## config.mk

```make
export PLATFORM = sky130hd
export DESIGN_NAME = pvsf_framer
export DESIGN_NICKNAME = d
export VERILOG_FILES = /design/src/pvsf_pkg.sv /design/src/pvsf_framer.sv /design/src/pvsf_word_map.sv
export SDC_FILE = /design/constraint.sdc
export NUM_CORES = 1
export LEC_CHECK = 0
export BUFFER_PORTS_ARGS = -buffer_cell sky130_fd_sc_hd__buf_2
export CAP_MARGIN = 20
export CORE_MARGIN = 4
export CORE_UTILIZATION = 30
export CTS_CLUSTER_DIAMETER = 200
export DETAILED_ROUTE_END_ITERATION = 10
export SETUP_SLACK_MARGIN = 0.4
export SLEW_MARGIN = 10
export SYNTH_ARGS = -nofsm -noshare
export SYNTH_HDL_FRONTEND = slang
export SYNTH_SLANG_ARGS = --single-unit
export TNS_END_PERCENT = 20
```

## constraint.sdc

```tcl
create_clock -name clk -period 30.6 [get_ports clk]
set_clock_uncertainty 0.15 [all_clocks]
set_input_delay 3.06 -clock clk [delete_from_list [all_inputs] [get_ports clk]]
set_output_delay 3.06 -clock clk [all_outputs]
set_load 0.02 [all_outputs]
```

## src/pvsf_pkg.sv

```systemverilog
// Constants, carriers and state types of the pixel-to-link framer.
package pvsf_pkg;

    // Register offsets on the control-channel register port.
    localparam logic [7:0] REG_OWN_ADDR    = 8'h00;
    localparam logic [7:0] REG_REMOTE_ADDR = 8'h01;
    localparam logic [7:0] REG_LINK_CFG    = 8'h07;
    localparam logic [7:0] REG_LINK_STAT   = 8'h15;
    localparam logic [7:0] REG_RSVD_A      = 8'h16;
    localparam logic [7:0] REG_RSVD_B      = 8'h17;
    localparam logic [7:0] REG_PART_ID     = 8'h1e;
    localparam logic [7:0] REG_CAP_REV     = 8'h1f;

    // Reset values and the scrambler polynomial.
    localparam logic [7:0]  RST_OWN_ADDR    = 8'h80;
    localparam logic [7:0]  RST_REMOTE_ADDR = 8'h90;
    localparam logic [7:0]  RST_LINK_CFG    = 8'h00;
    localparam logic [31:0] LFSR_SEED       = 32'hffff_ffff;
    localparam logic [31:0] LFSR_POLY       = 32'h8020_0003;

    // Field positions in link_config_status.
    localparam int STAT_CABLE   = 7;
    localparam int STAT_HOSTIF  = 6;
    localparam int STAT_LCC     = 5;
    localparam int STAT_OUTEN   = 1;
    localparam int STAT_PIXEL_CLOCK_DETECTED = 0;

    // Synchroniser lanes for the slow pins.
    localparam int SY_MODE   = 0;
    localparam int SY_CABLE  = 1;
    localparam int SY_HOSTIF = 2;
    localparam int SY_REV    = 3;
    localparam int SY_FCC    = 4;
    localparam int SYNC_W    = 5;

    // Timing: times in their own unit, counts derived at the 40 MHz clock.
    localparam int CLK_MHZ     = 40;
    localparam int PWRUP_US    = 2000;
    localparam int REVHOLD_US  = 350;
    localparam int PWRUP_CYC   = PWRUP_US * CLK_MHZ;
    localparam int REVHOLD_CYC = REVHOLD_US * CLK_MHZ;
    localparam int PU_W        = 17;
    localparam int HOLD_W      = 14;
    localparam logic [3:0] DET_CYC = 4'h8;

    // Link configuration, laid out as register 0x07 (msb first).
    typedef struct packed {
        logic       double_input_select;
        logic       low_rate_select;
        logic       bus_width_select;
        logic       es;
        logic       rsvd;
        logic       sync_encode_enable;
        logic [1:0] edc;
    } pvsf_cfg_t;

    // One parallel input sample.
    typedef struct packed {
        logic        valid;
        logic        hs;
        logic        vs;
        logic [21:0] data;
    } pvsf_pix_t;

    // Decoded control-channel packet offered to the block.
    typedef struct packed {
        logic        valid;
        logic        write;
        logic [7:0]  dev_addr;
        logic [7:0]  reg_addr;
        logic [7:0]  wdata;
        logic [15:0] bit_period;
    } pvsf_cmd_t;

    // Answer and routing of a control-channel packet.
    typedef struct packed {
        logic        rsp_valid;
        logic [7:0]  rsp_rdata;
        logic        remote_fwd;
        logic        i2c_req;
        logic [15:0] bit_period;
    } pvsf_route_t;

    // Encoded link symbols, first symbol in bits 9:0.
    typedef struct packed {
        logic        valid;
        logic [2:0]  count;
        logic [39:0] symbols;
    } pvsf_tx_t;

    typedef enum logic [1:0] {
        PH_FIRST  = 2'b01,
        PH_SECOND = 2'b10
    } pvsf_phase_t;

    // Whole state of the framer.
    typedef struct packed {
        logic [SYNC_W-1:0] sync1;
        logic [SYNC_W-1:0] sync2;
        pvsf_phase_t       phase;
        pvsf_pix_t         lat_a;
        pvsf_pix_t         lat_b;
        logic              cap_vld;
        pvsf_cfg_t         cfg;
        logic [7:0]        own_addr;
        logic [7:0]        remote_addr;
        logic              lcc_en;
        logic              out_en;
        logic [PU_W-1:0]   pu_cnt;
        logic              pu_done;
        logic [HOLD_W-1:0] hold_cnt;
        logic [3:0]        det_cnt;
        logic [3:0]        gap_cnt;
        logic              pclk_det;
        logic [31:0]       lfsr;
        logic              rd;
        pvsf_tx_t          tx;
        pvsf_route_t       route;
        logic              rev_out;
    } pvsf_state_t;

endpackage

```

## src/pvsf_framer.sv

```systemverilog
// Pixel capture, link framing, control-channel routing and reverse gating.
`timescale 1ns/1ps
`default_nettype none
// Behaviour
// RL1: Single input latches one word per cycle.
// RL2: Double input latches halves on consecutive cycles.
// RL3: Double input halves join into one word.
// RL4: Scramble first, then 8b/10b encode.
// RL5: Video field is 22 or 30 bits.
// RL6: Control bit sits right after video bits.
// RL7: Last bit is parity of preceding bits.
// RL8: Parity is even.
// RL9: Input bits mapped by coding, width, mode.
// RL10: Reverse channel unused until 2 ms.
// RL11: Link start or stop mutes reverse 350 us.
// RL12: Low rate needs slow pixel clock range.
// RL13: Avoid double input with low rate.
// RL14: Double input clock 33.3-100 or 25-75 MHz.
// RL15: Single input clock 6.25 to 50 MHz.
// RL16: Mode pin selects base or bypass channel.
// RL17: Base mode reaches both link ends.
// RL18: Own address programmable, defaults 0x80, 0x90.
// RL19: Foreign packets become I2C at same rate.
// RL20: Read-only flag shows valid pixel clock.
// RL21: Sync encoding resets off.
// RL22: Error coding resets to parity only.

module pvsf_framer #(
    parameter int         PWRUP_CYC   = pvsf_pkg::PWRUP_CYC,
    parameter int         REVHOLD_CYC = pvsf_pkg::REVHOLD_CYC,
    parameter logic [7:0] PART_ID     = 8'h5a,  // Arbitrary value.
    parameter logic [3:0] REVISION    = 4'h1    // Arbitrary value.
) (
    // Clock and reset.
    input  wire logic                  clk,
    input  wire logic                  rst,
    // Parallel pixel input, on the pixel clock.
    input  wire pvsf_pkg::pvsf_pix_t   pixel,
    // Slow pins, synchronised inside.
    input  wire logic                  fcc_in,
    input  wire logic                  control_mode_select,
    input  wire logic                  cable_type_pin,
    input  wire logic                  host_iface_pin,
    input  wire logic                  rev_ctrl_in,
    // Control-channel packets and their routing.
    input  wire pvsf_pkg::pvsf_cmd_t   cmd,
    output pvsf_pkg::pvsf_route_t      route,
    // Encoded link output.
    output pvsf_pkg::pvsf_tx_t         tx,
    // Reverse channel and status.
    output logic                       rev_ctrl_out,
    output logic                       rev_chan_ready,
    output logic                       bypass_active,
    output logic                       local_ctrl_chan_enable,
    output logic                       serial_output_enable,
    output logic                       pixel_clock_detected
);
    import pvsf_pkg::*;

    localparam logic [PU_W-1:0]   PU_LAST   = PU_W'(PWRUP_CYC - 1);
    localparam logic [HOLD_W-1:0] HOLD_LOAD = HOLD_W'(REVHOLD_CYC);

    pvsf_state_t       state_r;
    pvsf_state_t       state_nxt;
    logic [31:0]       link_word;
    logic              fcc_bit;
    logic [SYNC_W-1:0] pins_in;

    // 8b/10b of one byte; returns {new disparity, abcdei, fghj}.
    function automatic logic [10:0] enc8b10b(input logic [7:0] d,
                                             input logic       rd);
        logic [5:0] c6;
        logic [3:0] c4;
        logic       r;
        logic       alt;
        r = rd;
        unique case (d[4:0])
            5'h00: c6 = 6'h27;  5'h01: c6 = 6'h1d;  5'h02: c6 = 6'h2d;
            5'h03: c6 = 6'h31;  5'h04: c6 = 6'h35;  5'h05: c6 = 6'h29;
            5'h06: c6 = 6'h19;  5'h07: c6 = 6'h38;  5'h08: c6 = 6'h39;
            5'h09: c6 = 6'h25;  5'h0a: c6 = 6'h15;  5'h0b: c6 = 6'h34;
            5'h0c: c6 = 6'h0d;  5'h0d: c6 = 6'h2c;  5'h0e: c6 = 6'h1c;
            5'h0f: c6 = 6'h17;  5'h10: c6 = 6'h1b;  5'h11: c6 = 6'h23;
            5'h12: c6 = 6'h13;  5'h13: c6 = 6'h32;  5'h14: c6 = 6'h0b;
            5'h15: c6 = 6'h2a;  5'h16: c6 = 6'h1a;  5'h17: c6 = 6'h3a;
            5'h18: c6 = 6'h33;  5'h19: c6 = 6'h26;  5'h1a: c6 = 6'h16;
            5'h1b: c6 = 6'h36;  5'h1c: c6 = 6'h0e;  5'h1d: c6 = 6'h2e;
            5'h1e: c6 = 6'h1e;  5'h1f: c6 = 6'h2b;
        endcase
        // Unbalanced codes and the D.7 pair follow the running disparity.
        if (r && (($countones(c6) != 3) || (d[4:0] == 5'h07))) begin
            c6 = ~c6;
        end
        if ($countones(c6) != 3) begin
            r = ~r;
        end
        // The alternate D.x.7 keeps the run length within five.
        alt = (!r && (d[4:0] == 5'h11 || d[4:0] == 5'h12 ||
                      d[4:0] == 5'h14)) ||
              (r && (d[4:0] == 5'h0b || d[4:0] == 5'h0d ||
                     d[4:0] == 5'h0e));
        unique case (d[7:5])
            3'h0: c4 = 4'hb;  3'h1: c4 = 4'h9;  3'h2: c4 = 4'h5;
            3'h3: c4 = 4'hc;  3'h4: c4 = 4'hd;  3'h5: c4 = 4'ha;
            3'h6: c4 = 4'h6;  3'h7: c4 = alt ? 4'h7 : 4'he;
        endcase
        if (r && (($countones(c4) != 2) || (d[7:5] == 3'h3))) begin
            c4 = ~c4;
        end
        if ($countones(c4) != 2) begin
            r = ~r;
        end
        return {r, c6, c4};
    endfunction

    // The control bit idles high while the local channel is off.
    assign pins_in = {fcc_in, rev_ctrl_in, host_iface_pin,
                      cable_type_pin, control_mode_select};
    assign fcc_bit = state_r.lcc_en ? state_r.sync2[SY_FCC] : 1'b1;

    pvsf_word_map u_word_map (
        .cfg       (state_r.cfg),
        .half_a    (state_r.lat_a),
        .half_b    (state_r.lat_b),
        .fcc_bit   (fcc_bit),
        .link_word (link_word)
    );

    // Next state: synchronisers, capture, registers, timers and framing.
    always_comb begin
        logic [7:0]  rdata;
        logic [31:0] scr;
        logic [10:0] enc;
        logic        rd_v;
        logic        ready_v;
        rdata     = 8'h00;
        scr       = 32'h0000_0000;
        enc       = 11'h000;
        rd_v      = state_r.rd;
        ready_v   = 1'b0;
        state_nxt = state_r;
        state_nxt.sync1 = pins_in;
        state_nxt.sync2 = state_r.sync1;

        // Input capture; a half left over when the mode drops is discarded.
        state_nxt.cap_vld = 1'b0;
        if (!state_r.cfg.double_input_select) begin
            state_nxt.phase = PH_FIRST;
            if (pixel.valid) begin
                state_nxt.lat_a   = pixel;  // see RL1
                state_nxt.cap_vld = 1'b1;
            end
        end else if (pixel.valid) begin
            unique case (state_r.phase)
                PH_FIRST: begin
                    state_nxt.lat_a = pixel;  // see RL2
                    state_nxt.phase = PH_SECOND;
                end
                PH_SECOND: begin
                    state_nxt.lat_b   = pixel;  // see RL2
                    state_nxt.phase   = PH_FIRST;
                    state_nxt.cap_vld = 1'b1;  // see RL3
                end
            endcase
        end

        // Pixel activity detector with a short window either way.
        if (pixel.valid) begin
            state_nxt.gap_cnt = 4'h0;
            if (state_r.det_cnt == DET_CYC - 4'h1) begin
                state_nxt.pclk_det = 1'b1;  // see RL20
            end else begin
                state_nxt.det_cnt = state_r.det_cnt + 4'h1;
            end
        end else begin
            state_nxt.det_cnt = 4'h0;
            if (state_r.gap_cnt == DET_CYC - 4'h1) begin
                state_nxt.pclk_det = 1'b0;  // see RL20
            end else begin
                state_nxt.gap_cnt = state_r.gap_cnt + 4'h1;
            end
        end

        // Power-up wait and the mute window after link start or stop.
        if (!state_r.pu_done) begin
            if (state_r.pu_cnt == PU_LAST) begin
                state_nxt.pu_done = 1'b1;  // see RL10
            end else begin
                state_nxt.pu_cnt = state_r.pu_cnt + 1'b1;
            end
        end
        if (state_r.hold_cnt != '0) begin
            state_nxt.hold_cnt = state_r.hold_cnt - 1'b1;
        end

        // Register read view, zero for reserved and unmapped offsets.
        unique case (cmd.reg_addr)
            REG_OWN_ADDR:    rdata = state_r.own_addr;
            REG_REMOTE_ADDR: rdata = state_r.remote_addr;
            REG_LINK_CFG:    rdata = state_r.cfg;
            REG_LINK_STAT: begin
                rdata[STAT_CABLE]   = state_r.sync2[SY_CABLE];
                rdata[STAT_HOSTIF]  = state_r.sync2[SY_HOSTIF];
                rdata[STAT_LCC]     = state_r.lcc_en;
                rdata[STAT_OUTEN]   = state_r.out_en;
                rdata[STAT_PIXEL_CLOCK_DETECTED] = state_r.pclk_det;  // see RL20
            end
            REG_PART_ID:     rdata = PART_ID;
            REG_CAP_REV:     rdata = {4'h0, REVISION};
            default:         rdata = 8'h00;
        endcase

        // Packets are served only in base mode; bypass leaves them alone.
        state_nxt.route.rsp_valid  = 1'b0;
        state_nxt.route.remote_fwd = 1'b0;
        state_nxt.route.i2c_req    = 1'b0;
        if (cmd.valid && !state_r.sync2[SY_MODE]) begin  // see RL16
            if (cmd.dev_addr == state_r.own_addr) begin  // see RL17
                state_nxt.route.rsp_valid = 1'b1;
                state_nxt.route.rsp_rdata = rdata;
                if (cmd.write) begin
                    unique case (cmd.reg_addr)
                        REG_OWN_ADDR:    state_nxt.own_addr = cmd.wdata;
                        REG_REMOTE_ADDR: state_nxt.remote_addr = cmd.wdata;
                        REG_LINK_CFG:    state_nxt.cfg = cmd.wdata;
                        REG_LINK_STAT: begin
                            state_nxt.lcc_en = cmd.wdata[STAT_LCC];
                            state_nxt.out_en = cmd.wdata[STAT_OUTEN];
                        end
                        default: state_nxt.cfg = state_r.cfg;
                    endcase
                end
            end else if (cmd.dev_addr == state_r.remote_addr) begin
                state_nxt.route.remote_fwd = 1'b1;  // see RL17
            end else begin
                state_nxt.route.i2c_req    = 1'b1;  // see RL19
                state_nxt.route.bit_period = cmd.bit_period;  // see RL19
            end
        end
        if (state_nxt.out_en != state_r.out_en) begin
            state_nxt.hold_cnt = HOLD_LOAD;  // see RL11
        end

        // Reverse data idles high while the receiver is muted.
        ready_v = state_r.pu_done && (state_r.hold_cnt == '0);
        state_nxt.rev_out = ready_v ? state_r.sync2[SY_REV] : 1'b1;

        // Scramble the whole word, then encode 3 or 4 bytes in order.
        state_nxt.tx.valid = 1'b0;
        if (!state_r.out_en) begin
            state_nxt.lfsr = LFSR_SEED;
            state_nxt.rd   = 1'b0;
        end else if (state_r.cap_vld) begin
            scr = link_word ^ state_r.lfsr;  // see RL4
            state_nxt.lfsr = {state_r.lfsr[30:0], 1'b0} ^
                             (state_r.lfsr[31] ? LFSR_POLY : 32'h0000_0000);
            for (int i = 0; i < 4; i++) begin
                if (i < 3 || state_r.cfg.bus_width_select) begin
                    enc  = enc8b10b(scr[8*i +: 8], rd_v);  // see RL4
                    rd_v = enc[10];
                    state_nxt.tx.symbols[10*i +: 10] = enc[9:0];
                end else begin
                    state_nxt.tx.symbols[10*i +: 10] = 10'h000;
                end
            end
            state_nxt.rd       = rd_v;
            state_nxt.tx.count = state_r.cfg.bus_width_select ? 3'h4 : 3'h3;
            state_nxt.tx.valid = 1'b1;
        end
    end

    // State register; reset values put the link quiet and the channel idle.
    always_ff @(posedge clk) begin
        if (rst) begin
            state_r             <= '0;
            state_r.phase       <= PH_FIRST;
            state_r.own_addr    <= RST_OWN_ADDR;  // see RL18
            state_r.remote_addr <= RST_REMOTE_ADDR;  // see RL18
            state_r.cfg         <= RST_LINK_CFG;  // see RL21, RL22
            state_r.lfsr        <= LFSR_SEED;
            state_r.rev_out     <= 1'b1;
        end else begin
            state_r <= state_nxt;
        end
    end

    assign route                  = state_r.route;
    assign tx                     = state_r.tx;
    assign rev_ctrl_out           = state_r.rev_out;
    assign rev_chan_ready = state_r.pu_done && (state_r.hold_cnt == '0);
    assign bypass_active          = state_r.sync2[SY_MODE];
    assign local_ctrl_chan_enable = state_r.lcc_en;
    assign serial_output_enable   = state_r.out_en;
    assign pixel_clock_detected   = state_r.pclk_det;

    chk_single_capture: assert property (@(posedge clk) disable iff (rst) // see RL1
        !state_r.cfg.double_input_select && pixel.valid |=>
            state_r.cap_vld && state_r.lat_a.data == $past(pixel.data))
        else $error("single input word not latched");

    chk_double_first: assert property (@(posedge clk) disable iff (rst) // see RL2
        state_r.cfg.double_input_select && !cmd.valid && pixel.valid &&
            state_r.phase == PH_FIRST |=>
            state_r.phase == PH_SECOND && !state_r.cap_vld)
        else $error("first half not held for its partner");

    chk_double_joined: assert property (@(posedge clk) disable iff (rst) // see RL3
        state_r.cfg.double_input_select && !cmd.valid && pixel.valid &&
            state_r.phase == PH_SECOND |=>
            state_r.cap_vld && state_r.lat_b.data == $past(pixel.data))
        else $error("second half not joined");

    chk_encode_follows: assert property (@(posedge clk) disable iff (rst) // see RL4
        state_r.cap_vld && state_r.out_en |=>
            tx.valid && tx.count == ($past(state_r.cfg.bus_width_select) ? 3'h4 : 3'h3))
        else $error("captured word not encoded next cycle");

    chk_word_parity: assert property (@(posedge clk) disable iff (rst) // see RL7
        (^link_word) == 1'b0)
        else $error("link word parity is not even");

    chk_fcc_position: assert property (@(posedge clk) disable iff (rst) // see RL6
        (state_r.cfg.bus_width_select ? link_word[30] : link_word[22]) == fcc_bit)
        else $error("control bit misplaced");

    chk_powerup_wait: assert property (@(posedge clk) disable iff (rst) // see RL10
        rev_chan_ready |-> state_r.pu_cnt == PU_LAST)
        else $error("reverse channel ready before power-up wait");

    chk_reverse_mute: assert property (@(posedge clk) disable iff (rst) // see RL11
        $changed(state_r.out_en) |-> !rev_chan_ready ##1 !rev_chan_ready)
        else $error("reverse channel not muted on link change");

    chk_bypass_ignore: assert property (@(posedge clk) disable iff (rst) // see RL16
        cmd.valid && bypass_active |=>
            !route.rsp_valid && !route.remote_fwd && !route.i2c_req)
        else $error("packet served in bypass mode");

    chk_i2c_rate: assert property (@(posedge clk) disable iff (rst) // see RL19
        route.i2c_req |-> route.bit_period == $past(cmd.bit_period))
        else $error("converted packet rate differs");

endmodule

`default_nettype wire

```

## src/pvsf_word_map.sv

```systemverilog
// Maps captured input words onto one link word with control and parity.
`timescale 1ns/1ps
`default_nettype none

module pvsf_word_map (
    // Configuration and captured halves.
    input  wire pvsf_pkg::pvsf_cfg_t cfg,
    input  wire pvsf_pkg::pvsf_pix_t half_a,
    input  wire pvsf_pkg::pvsf_pix_t half_b,
    input  wire logic                fcc_bit,
    // Assembled link word, upper byte zero in the narrow width.
    output logic [31:0]              link_word
);
    import pvsf_pkg::*;

    logic [29:0] vid;
    logic [29:0] data_part;
    logic [7:0]  chk;

    // Place the enabled input bits, then add check bits behind them.
    always_comb begin
        data_part = 30'h0000_0000;
        unique case ({|cfg.edc, cfg.bus_width_select, cfg.double_input_select})  // see RL22
            3'h0, 3'h2: begin
                data_part[21:0] = half_a.data;  // see RL9
                if (cfg.sync_encode_enable) begin
                    data_part[19:18] = {half_a.vs, half_a.hs};  // see RL21
                end
            end
            3'h1: data_part[21:0] = {half_b.data[10:0], half_a.data[10:0]};
            3'h3: data_part[29:0] = {half_b.data[14:0], half_a.data[14:0]};
            3'h4: data_part[15:0] = half_a.data[15:0];
            3'h5: data_part[15:0] = {half_b.data[7:0], half_a.data[7:0]};
            3'h6: begin
                data_part[21:0] = half_a.data;
                if (cfg.sync_encode_enable) begin
                    data_part[19:18] = {half_a.vs, half_a.hs};
                end
            end
            3'h7: data_part[23:0] = {half_b.data[11:0], half_a.data[11:0]};
        endcase
        // Positional check bits: bit k covers data whose index+1 has bit k.
        chk = 8'h00;
        for (int i = 0; i < 30; i++) begin
            for (int k = 0; k < 5; k++) begin
                if (((i + 1) >> k) % 2 == 1) begin
                    chk[k] = chk[k] ^ data_part[i];
                end
            end
        end
        chk[5] = ^data_part;
        vid = data_part;
        unique case ({|cfg.edc, cfg.bus_width_select, cfg.double_input_select})
            3'h4, 3'h5: vid[21:16] = chk[5:0];
            3'h6:       vid[29:22] = chk;
            3'h7:       vid[29:24] = chk[5:0];
            default:    vid = data_part;
        endcase
        // Even parity over everything that precedes the last bit.
        link_word = 32'h0000_0000;
        if (cfg.bus_width_select) begin
            link_word[29:0] = vid;  // see RL5
            link_word[30]   = fcc_bit;  // see RL6
            link_word[31]   = ^link_word[30:0];  // see RL7, RL8
        end else begin
            link_word[21:0] = vid[21:0];  // see RL5
            link_word[22]   = fcc_bit;  // see RL6
            link_word[23]   = ^link_word[22:0];  // see RL7, RL8
        end
    end

endmodule

`default_nettype wire

```

==> results_dict.tcl <==
set metrics [dict create \
    ff_latch_area_um2 4470 \
    clock_path_buffers 3 \
    crit_fanout 8 \
    vias_per_cell 4.91 \
    antenna_found_initial 2 \
    clkTransAtPathRegs_ns 0.06 \
    cts_hold_buffers 0 \
    cts_setup_buffers 0 \
    tightest_slew_ns 1.07 \
    die_x_um 233 \
    wl_met1_mm 17.2 \
    rows 82 \
    grt_overflow 0 \
    grt_pass1_wl_mm 61.5 \
    die_area_um2 54200 \
    yosys.area.top_type "dfxtp_1" \
    final_common_cell "nand2_1" \
    fin_crit_ns 25.44 \
    multiInputGateArea_um2 9530 \
    grt_max_degree 105 \
    postSynthCellCount 1823 \
    syn_avg_cell_area_um2 8.32 \
    synth_cell_types 104 \
    ys_seq_area_share_pct 29.4 \
    worst_ep_required_time_ns 30.90 \
    syn_to_final_growth_pct 11.7 \
    core_area_um2 50100 \
    hold_depth 2 \
    cts_resized 0 \
    max_freq_ghz 0.0393 \
    async_flop_share_pct 0 \
    endpoint_kind "flop" \
    drtIter0Drc 896 \
    io-pin-count 151 \
    worst_setup_path_start_kind "flop" \
    ant_nets 0 \
    min_from "state_r[228]$_SDFF_PP0_" \
    slew_headroom_pct 28.3 \
    routedWlPerCell_um 14.8 \
    die_h_um 233 \
    cts_buffers 27 \
    nFillCells 5249 \
    synth_top_cell_area_share_pct 29.4 \
    cts_root_buf "clkbuf_16" \
    initial_utilization_pct 30.3 \
    worstPathArrival_ns 25.73 \
    slowest_stage "o31ai_1" \
    grt_usage_pct 13.5 \
    hold_path.class "flop to flop" \
    tns_ns 0 \
    nets 2018 \
    first_pass_iters 7 \
    setup_viol 0 \
    finalWeightedCongestion 0.867 \
    io_buffers 150 \
    synth_enable_flop_cells 0 \
    cpMostUsedCell "ha_1" \
    synth.cell_area_um2 15200 \
    grt_pass1_vias 11962 \
    clk_latency_ns 0.56 \
    met2_length_mm 17.3 \
    ys_warn_count 0 \
    status "complete, no violations" \
    dpl.hpwl_mm 28.0 \
    finalHoldViolations 0 \
    antennaDiodeCount 0 \
    critPathKind "flop to flop" \
    ys_seq_elements 223 \
    reg2reg_from "state_r[73]$_SDFFE_PP1P_" \
    maxCapViolCount 0 \
    final_cell_mix "nand2_1 (226), dfxtp_1 (222), nor2_1 (188)" \
    ff2ff_setup_slack_ns 5.16 \
    dpl.cell_count 2497 \
    cts_sinks 223 \
    drive_above_1_share_pct 14.6 \
    wl_mm 37.7 \
    wl_met3_mm 2.49 \
    rsz0062_at_grt "no" \
    hold_path_end "rev_ctrl_out$_SDFF_PP1_" \
    reg2reg_to "state_r[72]$_SDFFE_PP0P_" \
    finalMaxSlewViolations 0 \
    fin_crit_sh_pct 83.1 \
    vias 12497 \
    stdcell_count 2547 \
    cts_tree "yes" \
    finalWorstSetupSlack_ns 5.16 \
    drc_errors 0 \
    rr_worst_depth 114 \
    synth_nets 1987 \
    maxUsedRoutingLayer "met5" \
    final_util_pct 33.8 \
    synth_ff_type "dfxtp_1" \
    post-place-ws_ns 5.30 \
    cp_slowest_stage_delay_ns 0.90 \
    htreeDepth 1 \
    yosys-top-cells-area "dfxtp_1 (29%), mux2i_1 (5.8%), ha_1 (5.7%), nand2_1 (5.6%), xnor2_1 (5.4%)" \
]
cell usage after synthesis, drive strengths merged, types with 5 or more instances:
cell	n
xor2	73
dfxtp	223
a211o	8
inv	66
nand2b	23
a221o	6
and3	16
o31ai	7
fa	21
xnor3	10
o21a	7
nand3	34
nor3	48
a21oi	128
or3	15
clkbuf	71
nor3b	7
a21o	5
nand2	229
and2	13
xnor2	102
mux2i	90
o211ai	17
a31oi	18
a211oi	24
nor4	13
or2	8
nor2b	24
o221ai	5
a311oi	7
o21ai	68
o22ai	5
a221oi	9
nor2	189
buf	89
ha	69
nand3b	11
nand4	7
kinds of logic after synthesis:
| logic type | Yosys count | synth area share [%] |
|---|---|---|
| muxes | 94 | 6.37 |
| adders and majority gates | 91 | 8.53 |
| and+or+nand+nor | 650 | 19.9 |
| xor gates and xnor gates | 187 | 12.4 |
| AOI/OAI and AO/OA | 352 | 15.5 |
| DFF | 223 | 29.4 |
| buffers and inverters | 226 | 7.85 |
worst max-delay path, delay by kind of cell, from the launching register on:
| family | cells | cell delay (ns) |
|---|---|---|
| AOI/OAI and AO/OA | 20 | 5.16 |
| and+or+nand+nor | 23 | 3.15 |
| DFF | 1 | 0.38 |
| xor gates and xnor gates | 17 | 4.15 |
| adders and majority gates | 35 | 11.11 |
| buffers and inverters | 19 | 1.20 |
state kept, by name, indices dropped and copies added (netlist names):
name	flops
bypass_active	1
route	27
state_r	143
state_nxt	5
local_ctrl_chan_enable	1
rev_ctrl_out	1
tx	43
pixel_clock_detected	1
serial_output_enable	1
stage by stage:
| step | instance area [µm²] | hold WS (ns) |
|---|---|---|
| 3_5_place_dp | 15900 | 0.250 |
| 2_1_floorplan | 15200 | 0.240 |
| 4_1_cts | 16900 | 0.265 |
| 3_3_place_gp | 15900 | 0.251 |
| 6_report | 16900 | 0.261 |
| 5_1_grt | 16900 | 0.285 |
how the worst max path moves through the flow:
stage	start	end	slack (ns)	cells after the start
2_1_floorplan	state_r[73]$_SDFFE_PP1P_	state_r[72]$_SDFFE_PP0P_	7.65	113
3_3_place_gp	state_r[198]$_SDFFE_PP0P_	state_r[72]$_SDFFE_PP0P_	6.11	113
3_5_place_dp	state_r[198]$_SDFFE_PP0P_	state_r[72]$_SDFFE_PP0P_	5.30	114
4_1_cts	state_r[73]$_SDFFE_PP1P_	state_r[72]$_SDFFE_PP0P_	5.18	114
5_1_grt	state_r[198]$_SDFFE_PP0P_	state_r[72]$_SDFFE_PP0P_	3.16	116
6_report	state_r[73]$_SDFFE_PP1P_	state_r[72]$_SDFFE_PP0P_	5.16	114
area by class of cell:
type / count / share of cell area, %
multi-input combinational: 1374 / 56.2
sequential: 223 / 26.4
timing repair buffer: 162 / 5.00
tap: 672 / 4.96
clock buffer: 30 / 4.17
clock inverter: 20 / 1.83
inverter: 66 / 1.46
routing by layer:
| layer | vias to the layer above | global-route usage, % |
|---|---|---|
| li1 | 6270 | - |
| met1 | 5835 | 17.8 |
| met2 | 329 | 22.8 |
| met3 | 59 | 3.00 |
| met4 | 4 | 2.52 |
| met5 | - | 0 |
Power is not shown: default switching activity piles up to over one toggle a cycle in this logic, so the estimate is an artifact.
